File: config.mk
export PLATFORM = sky130hd
export DESIGN_NAME = fault_response
export DESIGN_NICKNAME = d
export VERILOG_FILES = /design/src/design/fault_resp_pkg.sv /design/src/design/fault_timer_if.sv /design/src/design/fault_timer.sv /design/src/design/fault_response.sv
export SDC_FILE = /design/constraint.sdc
export NUM_CORES = 1
export LEC_CHECK = 0
export ABC_AREA = 1
export ABC_CLOCK_PERIOD_IN_PS = 6700
export BUFFER_PORTS_ARGS = -buffer_cell sky130_fd_sc_hd__buf_4
export CORE_MARGIN = 4
export CORE_UTILIZATION = 49
export DETAILED_ROUTE_END_ITERATION = 10
export PLACE_DENSITY = 0.76
export SLEW_MARGIN = 40
export SYNTH_ARGS = -nofsm -noshare
export SYNTH_HDL_FRONTEND = slang
export SYNTH_HIERARCHICAL = 1
export SYNTH_SLANG_ARGS = --single-unit
File: constraint.sdc
create_clock -name clock -period 6.7 [get_ports clock]
set_input_delay 1.005 -clock clock [delete_from_list [all_inputs] [get_ports clock]]
set_output_delay 1.005 -clock clock [all_outputs]
set_load 0.01 [all_outputs]
File: src/design/fault_resp_pkg.sv
// constants, types and decode functions for the per-channel fault response block
// assumes one 200 MHz clock and a command port that delivers whole byte writes
// What this block does
// - code 0xB8: shut down, retry without limit
// - code 0x4n: shut down, latch until cycled
// - code 0x78+n: shut down, retry continuously
// - 0x4n/0x78+n act after n*10us persistence
// - bad overvoltage code: discard write, flag comm fault
// - response 00: pull output down while overvoltage
// - response 01: keep running delay, then retry setting
// - response 10: disable then retry; 11 comm fault
// - retry 000 latches off; else retry each interval
// - bits 2:0 are delay in 10us steps
// - set sticky status, alert unless masked
// - undervoltage sets three status bits, alerts
// - undervoltage masked until start-up conditions met
// - undervoltage masked when inactive or ramping
// - undervoltage response 00: report, keep running
// - turn-on timeout sets three status bits, alerts
// - timeout response zero disables timeout response
// - discontinuous mode until turn-on limit exceeded
// - overcurrent sets four status bits, alerts
// - overcurrent default 00: constant-current limit; 01 unsupported
// - 10: limit for delay then retry; 11 immediate
// - overcurrent delay 16ms units; 000 needs run cycle
// - retry interval programmable, 120ms to 167.77s
// - overvoltage also accepts 0x00 and 0x80
package fault_resp_pkg;
  localparam int CLK_PERIOD_NS    = 5;
  localparam int TICK_NS          = 10000;
  localparam int TICK_CYCLES      = TICK_NS / CLK_PERIOD_NS;
  localparam int TICK_W           = 12;
  localparam int OC_UNIT_MS       = 16;
  localparam int OC_UNIT_TICKS    = OC_UNIT_MS * 1000000 / TICK_NS;
  localparam int RETRY_MIN_MS     = 120;
  localparam int RETRY_MIN_TICKS  = RETRY_MIN_MS * 1000000 / TICK_NS;
  localparam int TW               = 24;
  localparam int NTIMER           = 4;
  localparam int T_OV             = 0;
  localparam int T_UV             = 1;
  localparam int T_OC             = 2;
  localparam int T_RETRY          = 3;

  localparam logic [7:0] CMD_OV_ACTION  = 8'h41;
  localparam logic [7:0] CMD_UV_ACTION  = 8'h45;
  localparam logic [7:0] CMD_OC_ACTION  = 8'h47;
  localparam logic [7:0] CMD_TON_ACTION = 8'h63;
  localparam logic [7:0] OV_RESET       = 8'hB8;
  localparam logic [7:0] UV_RESET       = 8'hB8;
  localparam logic [7:0] TON_RESET      = 8'hB8;
  localparam logic [7:0] OC_RESET       = 8'h00;

  localparam logic [7:0] OV_PULL_DOWN_ONLY  = 8'h00;
  localparam logic [7:0] OV_OFF_NO_RETRY    = 8'h80;
  localparam logic [7:0] OV_OFF_RETRY       = 8'hB8;
  localparam logic [7:0] OV_GLITCH_NO_RETRY = 8'h40;
  localparam logic [7:0] OV_GLITCH_RETRY    = 8'h78;
  localparam logic [7:0] OV_N_MASK          = 8'hF8;
  localparam logic [7:0] TON_DISABLED       = 8'h00;

  localparam logic [1:0] RESP_PASSIVE  = 2'b00;
  localparam logic [1:0] RESP_DELAYED  = 2'b01;
  localparam logic [1:0] RESP_SHUTDOWN = 2'b10;
  localparam logic [1:0] RESP_TOP      = 2'b11;
  localparam logic [2:0] RETRY_NONE    = 3'b000;

  // status bit positions
  localparam int SB_NONE   = 0;
  localparam int SB_COMM   = 1;
  localparam int SB_IOC    = 4;
  localparam int SB_VOV    = 5;
  localparam int SW_IOUT   = 6;
  localparam int SW_VOUT   = 7;
  localparam int SV_OV     = 7;
  localparam int SV_UV     = 4;
  localparam int SV_TON    = 2;
  localparam int SI_OC     = 7;
  // alert mask bit positions
  localparam int AM_OV     = 0;
  localparam int AM_UV     = 1;
  localparam int AM_TON    = 2;
  localparam int AM_OC     = 3;
  localparam int AM_COMM   = 4;

  typedef enum logic [1:0] {
    ST_OFF        = 2'b00,
    ST_ON         = 2'b01,
    ST_RETRY_WAIT = 2'b10,
    ST_LATCHED    = 2'b11
  } chan_state_t;

  function automatic logic [1:0] resp_of(input logic [7:0] v);
    return v[7:6];
  endfunction : resp_of

  function automatic logic [2:0] retry_of(input logic [7:0] v);
    return v[5:3];
  endfunction : retry_of

  function automatic logic [2:0] delay_of(input logic [7:0] v);
    return v[2:0];
  endfunction : delay_of

  function automatic logic ov_code_ok(input logic [7:0] v);
    return (v == OV_PULL_DOWN_ONLY) || (v == OV_OFF_NO_RETRY) || (v == OV_OFF_RETRY)
        || ((v & OV_N_MASK) == OV_GLITCH_NO_RETRY) || ((v & OV_N_MASK) == OV_GLITCH_RETRY);
  endfunction : ov_code_ok
endpackage : fault_resp_pkg

File: src/design/fault_timer_if.sv
// carrier between the channel logic and one persistence/delay timer
// assumes the tick and clock come in on the timer's own ports
`timescale 1ns/100ps
`default_nettype none
interface fault_timer_if import fault_resp_pkg::*; ();
  logic          run;
  logic [TW-1:0] limit;
  logic          done;
  modport owner (output run, output limit, input done);
  modport timer (input run, input limit, output done);
endinterface : fault_timer_if
`default_nettype wire

File: src/design/fault_timer.sv
// tick counter that reports when a condition has held for limit ticks
// assumes tick is a one-cycle pulse every 10 us and run drops to restart
`timescale 1ns/100ps
`default_nettype none
module fault_timer import fault_resp_pkg::*; (
  input  wire logic    clock,
  input  wire logic    rst,
  input  wire logic    ce,
  input  wire logic    tick,
  fault_timer_if.timer tif
);
  typedef struct packed {
    logic [TW-1:0] cnt;
  } tmr_state_t;

  tmr_state_t s_q;
  tmr_state_t s_d;

  always_comb begin
    s_d = s_q;
    if (!tif.run) begin
      s_d.cnt = '0;
    end else if (tick && !(&s_q.cnt)) begin
      s_d.cnt = s_q.cnt + TW'(1);
    end
  end

  always_ff @(posedge clock) begin
    if (rst) begin
      s_q <= '0;
    end else if (ce) begin
      s_q <= s_d;
    end
  end

  // a zero limit fires in the cycle the condition appears
  assign tif.done = tif.run && (s_q.cnt >= tif.limit);
endmodule : fault_timer
`default_nettype wire

File: src/design/fault_response.sv
// per-channel output fault response: action registers, shutdown/retry sequencer, status
// assumes detector inputs are synchronous levels and commands arrive as one-cycle pulses
`timescale 1ns/100ps
`default_nettype none
module fault_response import fault_resp_pkg::*; #(
  parameter int OC_UNIT_TICKS_P   = OC_UNIT_TICKS,
  parameter int RETRY_MIN_TICKS_P = RETRY_MIN_TICKS
) (
  input  wire logic          clock,
  input  wire logic          rst,
  input  wire logic          ce,
  input  wire logic          cmd_write,
  input  wire logic          cmd_read,
  input  wire logic [7:0]    cmd_code,
  input  wire logic [7:0]    cmd_data,
  input  wire logic          clear_faults,
  input  wire logic          reset_cmd,
  input  wire logic          run_pin,
  input  wire logic          op_on,
  input  wire logic          ov_detect,
  input  wire logic          uv_detect,
  input  wire logic          uv_warn_detect,
  input  wire logic          uv_reached,
  input  wire logic          oc_detect,
  input  wire logic          ton_elapsed,
  input  wire logic          ton_delay_done,
  input  wire logic          ton_rise_active,
  input  wire logic          toff_fall_active,
  input  wire logic [4:0]    alert_mask,
  input  wire logic [TW-1:0] retry_ticks,
  output logic               out_enable,
  output logic               pull_down,
  output logic               current_limit,
  output logic               dcm_mode,
  output logic               uv_warn,
  output logic               alert_o,
  output logic               alert_oe_n,
  output logic [7:0]         status_byte,
  output logic [7:0]         status_word_hi,
  output logic [7:0]         status_vout,
  output logic [7:0]         status_iout,
  output logic [7:0]         rd_data,
  output logic               rd_valid
);
  typedef struct packed {
    chan_state_t       st;
    logic [7:0]        ov_act;
    logic [7:0]        uv_act;
    logic [7:0]        oc_act;
    logic [7:0]        ton_act;
    logic [7:0]        sbyte;
    logic [7:0]        sword;
    logic [7:0]        svout;
    logic [7:0]        siout;
    logic              on_prev;
    logic              run_prev;
    logic              oc_lock;
    logic              uv_seen;
    logic [TICK_W-1:0] tick_cnt;
    logic              tick;
    logic              en;
    logic              pd;
    logic              cl;
    logic              dcm;
    logic              uvw;
    logic              alert_oe_n;
    logic [7:0]        rd;
    logic              rdv;
  } main_state_t;

  main_state_t s_q;
  main_state_t s_d;

  logic              on_cmd;
  logic              uv_ok;
  logic              uv_evt;
  logic              ton_evt;
  logic [3:0]        off_req;
  logic [3:0]        may_retry;
  logic              any_off;
  logic              latch_off;
  logic              oc_latch;
  logic [NTIMER-1:0] t_run;
  logic [TW-1:0]     t_lim [NTIMER];
  logic [NTIMER-1:0] t_done;

  genvar gi;
  generate
    for (gi = 0; gi < NTIMER; gi++) begin : g_tmr
      fault_timer_if tif ();
      assign tif.run    = t_run[gi];
      assign tif.limit  = t_lim[gi];
      assign t_done[gi] = tif.done;
      fault_timer u_tmr (
        .clock (clock),
        .rst   (rst),
        .ce    (ce),
        .tick  (s_q.tick),
        .tif   (tif.timer)
      );
    end
  endgenerate

  assign on_cmd = run_pin && op_on;
  // undervoltage only counts once the start-up has settled
  assign uv_ok   = on_cmd && (s_q.st == ST_ON) && ton_delay_done && !ton_rise_active
                && !toff_fall_active && s_q.uv_seen && !oc_detect;
  assign uv_evt  = uv_detect && uv_ok;
  assign ton_evt = on_cmd && (s_q.st == ST_ON) && ton_elapsed && !s_q.uv_seen
                && (s_q.ton_act != TON_DISABLED);

  // persistence and delay timers
  always_comb begin
    t_run[T_OV]    = ov_detect && (s_q.st == ST_ON) && resp_of(s_q.ov_act) == RESP_DELAYED;
    t_lim[T_OV]    = TW'(delay_of(s_q.ov_act));
    t_run[T_UV]    = uv_evt && resp_of(s_q.uv_act) == RESP_DELAYED;
    t_lim[T_UV]    = TW'(delay_of(s_q.uv_act));
    t_run[T_OC]    = oc_detect && (s_q.st == ST_ON) && resp_of(s_q.oc_act) == RESP_SHUTDOWN;
    t_lim[T_OC]    = TW'(delay_of(s_q.oc_act)) * TW'(OC_UNIT_TICKS_P);
    t_run[T_RETRY] = (s_q.st == ST_RETRY_WAIT);
    t_lim[T_RETRY] = (retry_ticks < TW'(RETRY_MIN_TICKS_P)) ? TW'(RETRY_MIN_TICKS_P)
                   : retry_ticks;
  end

  // shutdown requests from each fault source
  always_comb begin
    off_req[0]   = ov_detect && (s_q.st == ST_ON) && ((resp_of(s_q.ov_act) == RESP_SHUTDOWN)
                || (resp_of(s_q.ov_act) == RESP_DELAYED && t_done[T_OV]));
    off_req[1]   = uv_evt && ((resp_of(s_q.uv_act) == RESP_SHUTDOWN)
                || (resp_of(s_q.uv_act) == RESP_DELAYED && t_done[T_UV]));
    off_req[2]   = ton_evt && resp_of(s_q.ton_act) == RESP_SHUTDOWN;
    off_req[3]   = oc_detect && (s_q.st == ST_ON) && ((resp_of(s_q.oc_act) == RESP_TOP)
                || (resp_of(s_q.oc_act) == RESP_SHUTDOWN && t_done[T_OC]));
    may_retry[0] = retry_of(s_q.ov_act) != RETRY_NONE;
    may_retry[1] = retry_of(s_q.uv_act) != RETRY_NONE;
    may_retry[2] = retry_of(s_q.ton_act) != RETRY_NONE;
    may_retry[3] = retry_of(s_q.oc_act) != RETRY_NONE;
    any_off      = |off_req;
    latch_off    = |(off_req & ~may_retry);
    oc_latch     = off_req[3] && !may_retry[3];
  end

  always_comb begin
    s_d          = s_q;
    s_d.on_prev  = on_cmd;
    s_d.run_prev = run_pin;
    s_d.rdv      = 1'b0;
    s_d.tick     = 1'b0;
    s_d.tick_cnt = s_q.tick_cnt + TICK_W'(1);
    if (s_q.tick_cnt == TICK_W'(TICK_CYCLES - 1)) begin
      s_d.tick_cnt = '0;
      s_d.tick     = 1'b1;
    end
    if (!on_cmd) begin
      s_d.uv_seen = 1'b0;
    end else if (uv_reached && s_q.st == ST_ON) begin
      s_d.uv_seen = 1'b1;
    end

    // command writes; unknown action codes are dropped and flagged
    if (cmd_write) begin
      case (cmd_code)
        CMD_OV_ACTION: begin
          if (ov_code_ok(cmd_data)) s_d.ov_act = cmd_data;
          else s_d.sbyte[SB_COMM] = 1'b1;
        end
        CMD_UV_ACTION: begin
          if (resp_of(cmd_data) != RESP_TOP) s_d.uv_act = cmd_data;
          else s_d.sbyte[SB_COMM] = 1'b1;
        end
        CMD_OC_ACTION: begin
          if (resp_of(cmd_data) != RESP_DELAYED) s_d.oc_act = cmd_data;
          else s_d.sbyte[SB_COMM] = 1'b1;
        end
        CMD_TON_ACTION: begin
          if (resp_of(cmd_data) == RESP_PASSIVE || resp_of(cmd_data) == RESP_SHUTDOWN) begin
            s_d.ton_act = cmd_data;
          end else begin
            s_d.sbyte[SB_COMM] = 1'b1;
          end
        end
        default: begin
        end
      endcase
    end
    if (cmd_read) begin
      s_d.rdv = 1'b1;
      case (cmd_code)
        CMD_OV_ACTION:  s_d.rd = s_q.ov_act;
        CMD_UV_ACTION:  s_d.rd = s_q.uv_act;
        CMD_OC_ACTION:  s_d.rd = s_q.oc_act;
        CMD_TON_ACTION: s_d.rd = s_q.ton_act;
        default:        s_d.rd = 8'h00;
      endcase
    end

    // sticky status: a clear and a new event in one cycle leave the bit set
    if (clear_faults || reset_cmd || (on_cmd && !s_q.on_prev)) begin
      s_d.sbyte = '0;
      s_d.sword = '0;
      s_d.svout = '0;
      s_d.siout = '0;
    end
    if (cmd_write && ((cmd_code == CMD_OV_ACTION && !ov_code_ok(cmd_data))
        || (cmd_code == CMD_UV_ACTION && resp_of(cmd_data) == RESP_TOP)
        || (cmd_code == CMD_OC_ACTION && resp_of(cmd_data) == RESP_DELAYED)
        || (cmd_code == CMD_TON_ACTION && (resp_of(cmd_data) == RESP_DELAYED
        || resp_of(cmd_data) == RESP_TOP)))) begin
      s_d.sbyte[SB_COMM] = 1'b1;
    end
    if (ov_detect && on_cmd) begin
      s_d.sbyte[SB_VOV]  = 1'b1;
      s_d.sword[SW_VOUT] = 1'b1;
      s_d.svout[SV_OV]   = 1'b1;
    end
    if (uv_evt) begin
      s_d.sbyte[SB_NONE] = 1'b1;
      s_d.sword[SW_VOUT] = 1'b1;
      s_d.svout[SV_UV]   = 1'b1;
    end
    if (ton_evt) begin
      s_d.sbyte[SB_NONE] = 1'b1;
      s_d.sword[SW_VOUT] = 1'b1;
      s_d.svout[SV_TON]  = 1'b1;
    end
    if (oc_detect && on_cmd) begin
      s_d.sbyte[SB_NONE] = 1'b1;
      s_d.sbyte[SB_IOC]  = 1'b1;
      s_d.sword[SW_IOUT] = 1'b1;
      s_d.siout[SI_OC]   = 1'b1;
    end
    s_d.alert_oe_n = !((s_d.svout[SV_OV] && !alert_mask[AM_OV])
                    || (s_d.svout[SV_UV] && !alert_mask[AM_UV])
                    || (s_d.svout[SV_TON] && !alert_mask[AM_TON])
                    || (s_d.siout[SI_OC] && !alert_mask[AM_OC])
                    || (s_d.sbyte[SB_COMM] && !alert_mask[AM_COMM]));

    // channel sequencer
    case (s_q.st)
      ST_OFF: begin
        if (on_cmd) s_d.st = ST_ON;
      end
      ST_ON: begin
        if (!on_cmd) s_d.st = ST_OFF;
        else if (latch_off) s_d.st = ST_LATCHED;
        else if (any_off) s_d.st = ST_RETRY_WAIT;
        s_d.oc_lock = oc_latch;
      end
      ST_RETRY_WAIT: begin
        if (!on_cmd) s_d.st = ST_OFF;
        else if (t_done[T_RETRY]) s_d.st = ST_ON;
      end
      ST_LATCHED: begin
        // an overcurrent latch yields only to a falling run pin or to reset_cmd
        if (s_q.oc_lock ? (!run_pin && s_q.run_prev) : !on_cmd) s_d.st = ST_OFF;
      end
      default: s_d.st = ST_OFF;
    endcase
    if (reset_cmd) s_d.st = ST_OFF;

    s_d.en  = on_cmd && (s_d.st == ST_ON);
    s_d.pd  = on_cmd && ov_detect && (s_q.ov_act == OV_PULL_DOWN_ONLY);
    s_d.cl  = s_d.en && oc_detect && (resp_of(s_q.oc_act) == RESP_PASSIVE
            || resp_of(s_q.oc_act) == RESP_SHUTDOWN);
    s_d.dcm = s_d.en && !ton_elapsed;
    s_d.uvw = uv_warn_detect && uv_ok;
  end

  always_ff @(posedge clock) begin
    if (rst) begin
      s_q            <= '0;
      s_q.st         <= ST_OFF;
      s_q.ov_act     <= OV_RESET;
      s_q.uv_act     <= UV_RESET;
      s_q.oc_act     <= OC_RESET;
      s_q.ton_act    <= TON_RESET;
      s_q.alert_oe_n <= 1'b1;
    end else if (ce) begin
      s_q <= s_d;
    end
  end

  assign out_enable     = s_q.en;
  assign pull_down      = s_q.pd;
  assign current_limit  = s_q.cl;
  assign dcm_mode       = s_q.dcm;
  assign uv_warn        = s_q.uvw;
  assign alert_o        = 1'b0;
  assign alert_oe_n     = s_q.alert_oe_n;
  assign status_byte    = s_q.sbyte;
  assign status_word_hi = s_q.sword;
  assign status_vout    = s_q.svout;
  assign status_iout    = s_q.siout;
  assign rd_data        = s_q.rd;
  assign rd_valid       = s_q.rdv;
endmodule : fault_response
`default_nettype wire

# --- Word level (Yosys, flattened, before mapping) ---
# Index checks and enable logic that the tools add are counted.
totals:
  output_inout_bits: 48
  elab_cells: 244
  input_bits: 63
  regBits: 172
classes:
  n_lt_le_gt_ge: 5
  addsub: 5
  muxes: 43
  reduce_logical: 127
  n_bitwise: 2
  n_eq_ne: 30
  mul: 1
ops:
  columns: ["op", "n"]
  rows:
  - ["2-to-1 mux 24 bit", 9]
  - ["adder 24 x 1 -> 24 bit (second input constant)", 4]
  - ["AND reduction 24 bit", 4]
  - ["logical AND 1 bit", 53]
  - ["greater-or-equal comparator 24 x 3 -> 1 bit", 2]
  - ["equality test 8 x 7 -> 1 bit (second input constant)", 4]
  - ["case mux 8 bit (4 select lines)", 1]
  - ["2-to-1 mux 30 bit", 1]
  - ["greater-or-equal comparator 24 x 14 -> 1 bit", 1]
  - ["greater-or-equal comparator 24 bit", 1]
  - ["< comparator 24 x 14 -> 1 bit (second input constant)", 1]
  - ["AND reduction 2 bit", 11]
  - ["zero test 1 bit", 20]
  - ["2-to-1 mux 2 bit", 10]
  - ["logical OR 1 bit", 19]
  - ["2-to-1 mux 1 bit", 19]
  - ["equality test 2 bit (second input constant)", 9]
  - ["equality test 8 bit (second input constant)", 2]
  - ["zero test 8 bit", 2]
  - ["AND reduction 4 bit", 4]
  - ["2-to-1 mux 13 bit", 1]
  - ["adder 12 x 1 -> 12 bit (second input constant)", 1]
  - ["equality test 12 x 11 -> 1 bit (second input constant)", 1]
  - ["nonzero test 3 bit", 4]
  - ["other kinds (14)", 29]

# --- Logic depth before layout (Yosys ltp) ---
logic_depth:
  word_depth: 23
  mapped_depth: 27
  depth_no_buf: 27

# --- Hierarchy ---
# The synthesis kept the hierarchy.
modules_own_cells:
  columns: ["module", "n_inst", "area_each_um2", "seq_area_each_um2", "cells_per_inst"]
  rows:
  - ["fault_timer at g_tmr[1].u_tmr ...", 3, 2351.0, 480.5, 392]
  - ["fault_response", 1, 4202.8, 1501.4, 623]
  - ["fault_timer at g_tmr[0].u_tmr", 1, 2386.0, 480.5, 398]

# --- Worst setup path before layout ---
# OpenSTA, ideal clock, no wires.
synth_timing:
  kind: "input port to flip-flop"
  startpoint: "input retry_ticks[23]"
  endpoint: "register s_q (netlist bit current_limit)"
  arrival_time_ps: 3423
  setup_slack_ps: 3206
  n_path_buf: 1
  setup_time_ps: 70
  stages: 23
  required_ps: 6630
  cell_sequence: "nor4_1 > nand4_1 > a31o_2 > clkbuf_1 > nand2_1 > inv_1 > ha_1 > nand2_1 > inv_1 > nand3_1 > nor3_1 > nor2_1 > a21oi_1 > nor2_1 > nor2_1 > inv_1 > nand3_1 > nand2_1 > inv_1 > nand2_1 > a21oi_2 > nand3_1 > a21oi_1"
synth_via:
  elab_chain_len: 12
synth_lines:
  columns: ["item", "line_no", "rtl"]
  rows:
  - ["start: declaration", "fault_response.sv:30", "input wire logic [TW-1:0] retry_ticks,"]
  - ["< comparator 24 x 14 -> 1 bit", "fault_response.sv:121", "t_lim[T_RETRY] = (retry_ticks < TW'(RETRY_MIN_TICKS_P)) ? TW'(RETRY_MIN_TICKS_P)"]
  - ["2-to-1 mux 24 bit", "fault_response.sv:121", null]
  - ["via g_tmr[3].tif.limit[7]", "fault_timer_if.sv:7", "logic [TW-1:0] limit;"]
  - ["greater-or-equal comparator 24 bit", "fault_timer.sv:37", "assign tif.done = tif.run && (s_q.cnt >= tif.limit);"]
  - ["logical AND 1 bit", "fault_timer.sv:37", null]
  - ["via g_tmr[3].tif.done", "fault_timer_if.sv:8", "logic done;"]
  - ["2-to-1 mux 2 bit", "fault_response.sv:251", "else if (t_done[T_RETRY]) s_d.st = ST_ON;"]
  - ["2-to-1 mux 2 bit", "fault_response.sv:250", "if (!on_cmd) s_d.st = ST_OFF;"]
  - ["case mux 2 bit (4 select lines)", "fault_response.sv:239", "case (s_q.st)"]
  - ["2-to-1 mux 2 bit", "fault_response.sv:259", "if (reset_cmd) s_d.st = ST_OFF;"]
  - ["equality test 2 x 1 -> 1 bit", "fault_response.sv:261", "s_d.en = on_cmd && (s_d.st == ST_ON);"]
  - ["logical AND 1 bit", "fault_response.sv:261", null]
  - ["logical AND 1 bit (2 in a row)", "fault_response.sv:263", "s_d.cl = s_d.en && oc_detect && (resp_of(s_q.oc_act) == RESP_PASSIVE"]
  - ["end: declaration", "fault_response.sv:71", "main_state_t s_q;"]
# The timed path passes the listed nets, and every way through them passes these cells.
# A chain may end at the register's enable or synchronous reset.

# --- Worst setup path in the final report ---
layout_timing:
  startpoint: "input retry_ticks[11]"
  endpoint: "register s_q (netlist bit current_limit)"
# The elaborated chain is that of the path after synthesis.

==> metrics.yaml <==
drt_iter0_drc: 846
synth_area_leader_cell: "dfxtp_1"
clock_skew_ns: 0.0124
grt.total_usage: 0.229
slew_violations: 0
finalHoldWorstSlack_ns: 0.474
status: "finished clean"
min_path_type: "flip-flop to flip-flop"
area_growth_pct: 10.7
fp.dieArea_mm2: 0.0306
rrSetupSlack_ns: 3.07
first_global_vias: 12800
grt_pass1_wl_um: 59800
yosysTopAreaCellShare: 0.251
ys_types: 44
hold_violations: 0
hpwl_um: 26800
grt_max_degree: 63
fillers: 2692
synth_ff_type: "dfxtp_1"
postSynthAreaPerCell_um2: 6.21
io-pin-count: 111
yosys-top-cells-count: "nand2_1 (548), inv_1 (341), nor2_1 (306), dfxtp_1 (171), nand3_1 (170)"
yosysWarnings: 6
synth-edff-count: 0
cap_violations: 0
clk_pin_slew_ns: 0.07
setup_viol_count_final: 0
clk_latency_ns: 0.43
clockBufferDepth: 2
postCtsHoldBufs: 0
crit_required_ns: 7.04
syn_area_mm2: 0.0136
drt-total-wl_um: 35900
critical_path_class: "primary input to flip-flop"
tightest_slew_ns: 0.800
reg2reg_from: "s_q[73]"
endpoint_kind: "flip-flop"
finalPower_mw: 2.39
crit_start: "retry_ticks[11]"
post_cts_buffers: 0
drt_pass1_iterations: 5
synth_seq_cells: 171
post_drt_wl_per_cell_um: 13.5
htree_levels: 4
die_height_um: 175
path_max_fanout: 13
rr_worst_depth: 26
start_kind: "primary input"
synth_area_leaders: "dfxtp_1 (25%), nand2_1 (15%), ha_1 (9.7%)"
final_nets: 2454
synthCells: 2197
initial_utilization: 0.502
via_count: 13800
cts_tree: "done"
timing.rr.end: "current_limit"
rows: 60
antenna_found_initial: 0
drcViolationCount: 0
root_buffer: "clkbuf_16"
synth-async-reset-ratio: 0
endpoint: "current_limit"
slew_headroom: 0.467
fin_ws_ns: 3.05
tns_ns: 0
coreArea_mm2: 0.0272
timing.fmax_mhz: 274
power_density_mw_per_mm2: 159
min_period_ns: 3.65
finalCritPeriodShare: 0.545
cp_data_arrival_time_ns: 4.00
grt-ovfl-total: 0
viasPerCell: 5.15
die_x_um: 175
cts_buffers: 17
irDropWorstVdd_mv: 0.162
synth_most_common_cell: "nand2_1"
cts_resized: 0
dp_slack_ns: 2.67
cts_sinks: 171
rsz0062_at_grt: "no"
port_buffers: 87
gp_congestion: 0.917
postRouteAntennaNets: 0
leakage_nw: 6.61
ys_seq_area_frac: 0.251
drive_above_1_share: 0.101
insertedDiodeCount: 0
[per-layer routing]
metal,global-route usage,vias to the layer above,part of all wire
li1,-,7028,-
met1,0.296,6298,0.44
met2,0.399,370,0.48
met3,0.0281,57,0.053
met4,0.0759,0,0.022
met5,0,-,0
[how the worst min path moves through the flow]
stage | start | endpoint | slack [ns] | depth (start not counted)
after global placement | s_q[27] | s_q[27] | 0.46 | 2
final | rd_data[0] | rd_data[0] | 0.47 | 2
after detailed placement | s_q[76] | s_q[76] | 0.46 | 2
after floorplan | g_tmr[1].tif.limit[1] | g_tmr[1].tif.limit[1] | 0.44 | 2
after CTS | s_q[76] | s_q[76] | 0.48 | 2
after global routing | rd_data[0] | rd_data[0] | 0.50 | 2
[flip-flops by register name, indices dropped and copies added, names as in the netlist, 3 cells and up]
name,cells
status_byte,4
g_tmr.u_tmr/s_q,96
status_vout,3
rd_data,8
g_tmr.tif.limit,6
s_q,45
[area by class of cell]
class	instances	area, um2	area share
inverters	347	1300	0.0863
clock buffers	18	439	0.0291
repair buffers	94	706	0.0467
flip-flops and latches	171	3420	0.227
well taps	372	465	0.0308
multi-input cells	1654	8580	0.568
clock inverters	14	184	0.0122
[metrics by stage]
step | instance area [um2] | utilization | std cells
after CTS | 15100 | 0.556 | 2670
final | 15100 | 0.556 | 2670
after global routing | 15100 | 0.556 | 2670
after floorplan | 13900 | - | 2277
after detailed placement | 14500 | 0.533 | 2638
after global placement | 14500 | 0.533 | 2638
[logic make-up (layout without fill, tap and decap cells)]
family,after synthesis,count (layout),synth area share
AO/OA/AOI/OAI,268,268,0.113
adder cells (fa/ha/maj),106,106,0.0972
XOR/XNOR,28,28,0.0180
flip-flops,171,171,0.251
AND/OR/NAND/NOR,1171,1171,0.377
buffers and inverters,452,473,0.143
other,1,81,0.000275
[worst max-delay path, cell delays in order]
cell and delay, ns:
buf_4 0.11, nand2_1 0.09, nor2_1 0.07, o21ai_0 0.22, nand4_1 0.20, a31o_2 0.36, nand2_1 0.09, inv_1 0.04
ha_1 0.28, nand2_1 0.05, inv_1 0.06, nand3_1 0.08, nor3_1 0.17, nor2_1 0.06, a21oi_1 0.16, nor2_1 0.09
nor2_1 0.12, inv_1 0.05, nand3_1 0.07, nand2_1 0.05, inv_1 0.06, nand2_1 0.07, a21oi_2 0.17, nand3_1 0.10
a21oi_1 0.14
[power breakdown]
| group | switching [mW] | internal [mW] | total [mW] |
|---|---|---|---|
| sequential | 0.0267 | 1.04 | 1.06 |
| combinational | 0.176 | 0.0970 | 0.273 |
| clock | 0.454 | 0.606 | 1.06 |
| total | 0.657 | 1.74 | 2.39 |
[cells in the final DEF (no fill, tap or decap), drive strengths merged]
cell      instances
a221oi            2
clkbuf           18
nand3           171
clkinv            4
o22ai             3
o21a              1
nor3b             7
o211ai           13
o221ai            1
a211oi            5
nor4              3
nand2           578
a311oi            1
nor2            333
o2111ai           1
dfxtp           171
xor2             22
buf              94
a31o              1
ha              106
clkinvlp          2
or3               1
nand4            51
or4               1
nor3             22
xnor2             6
inv             352
a21oi           168
bufinv            3
or2               4
a21o              3
conb             81
o21ai            69
Power figures use the tool's default switching activity.
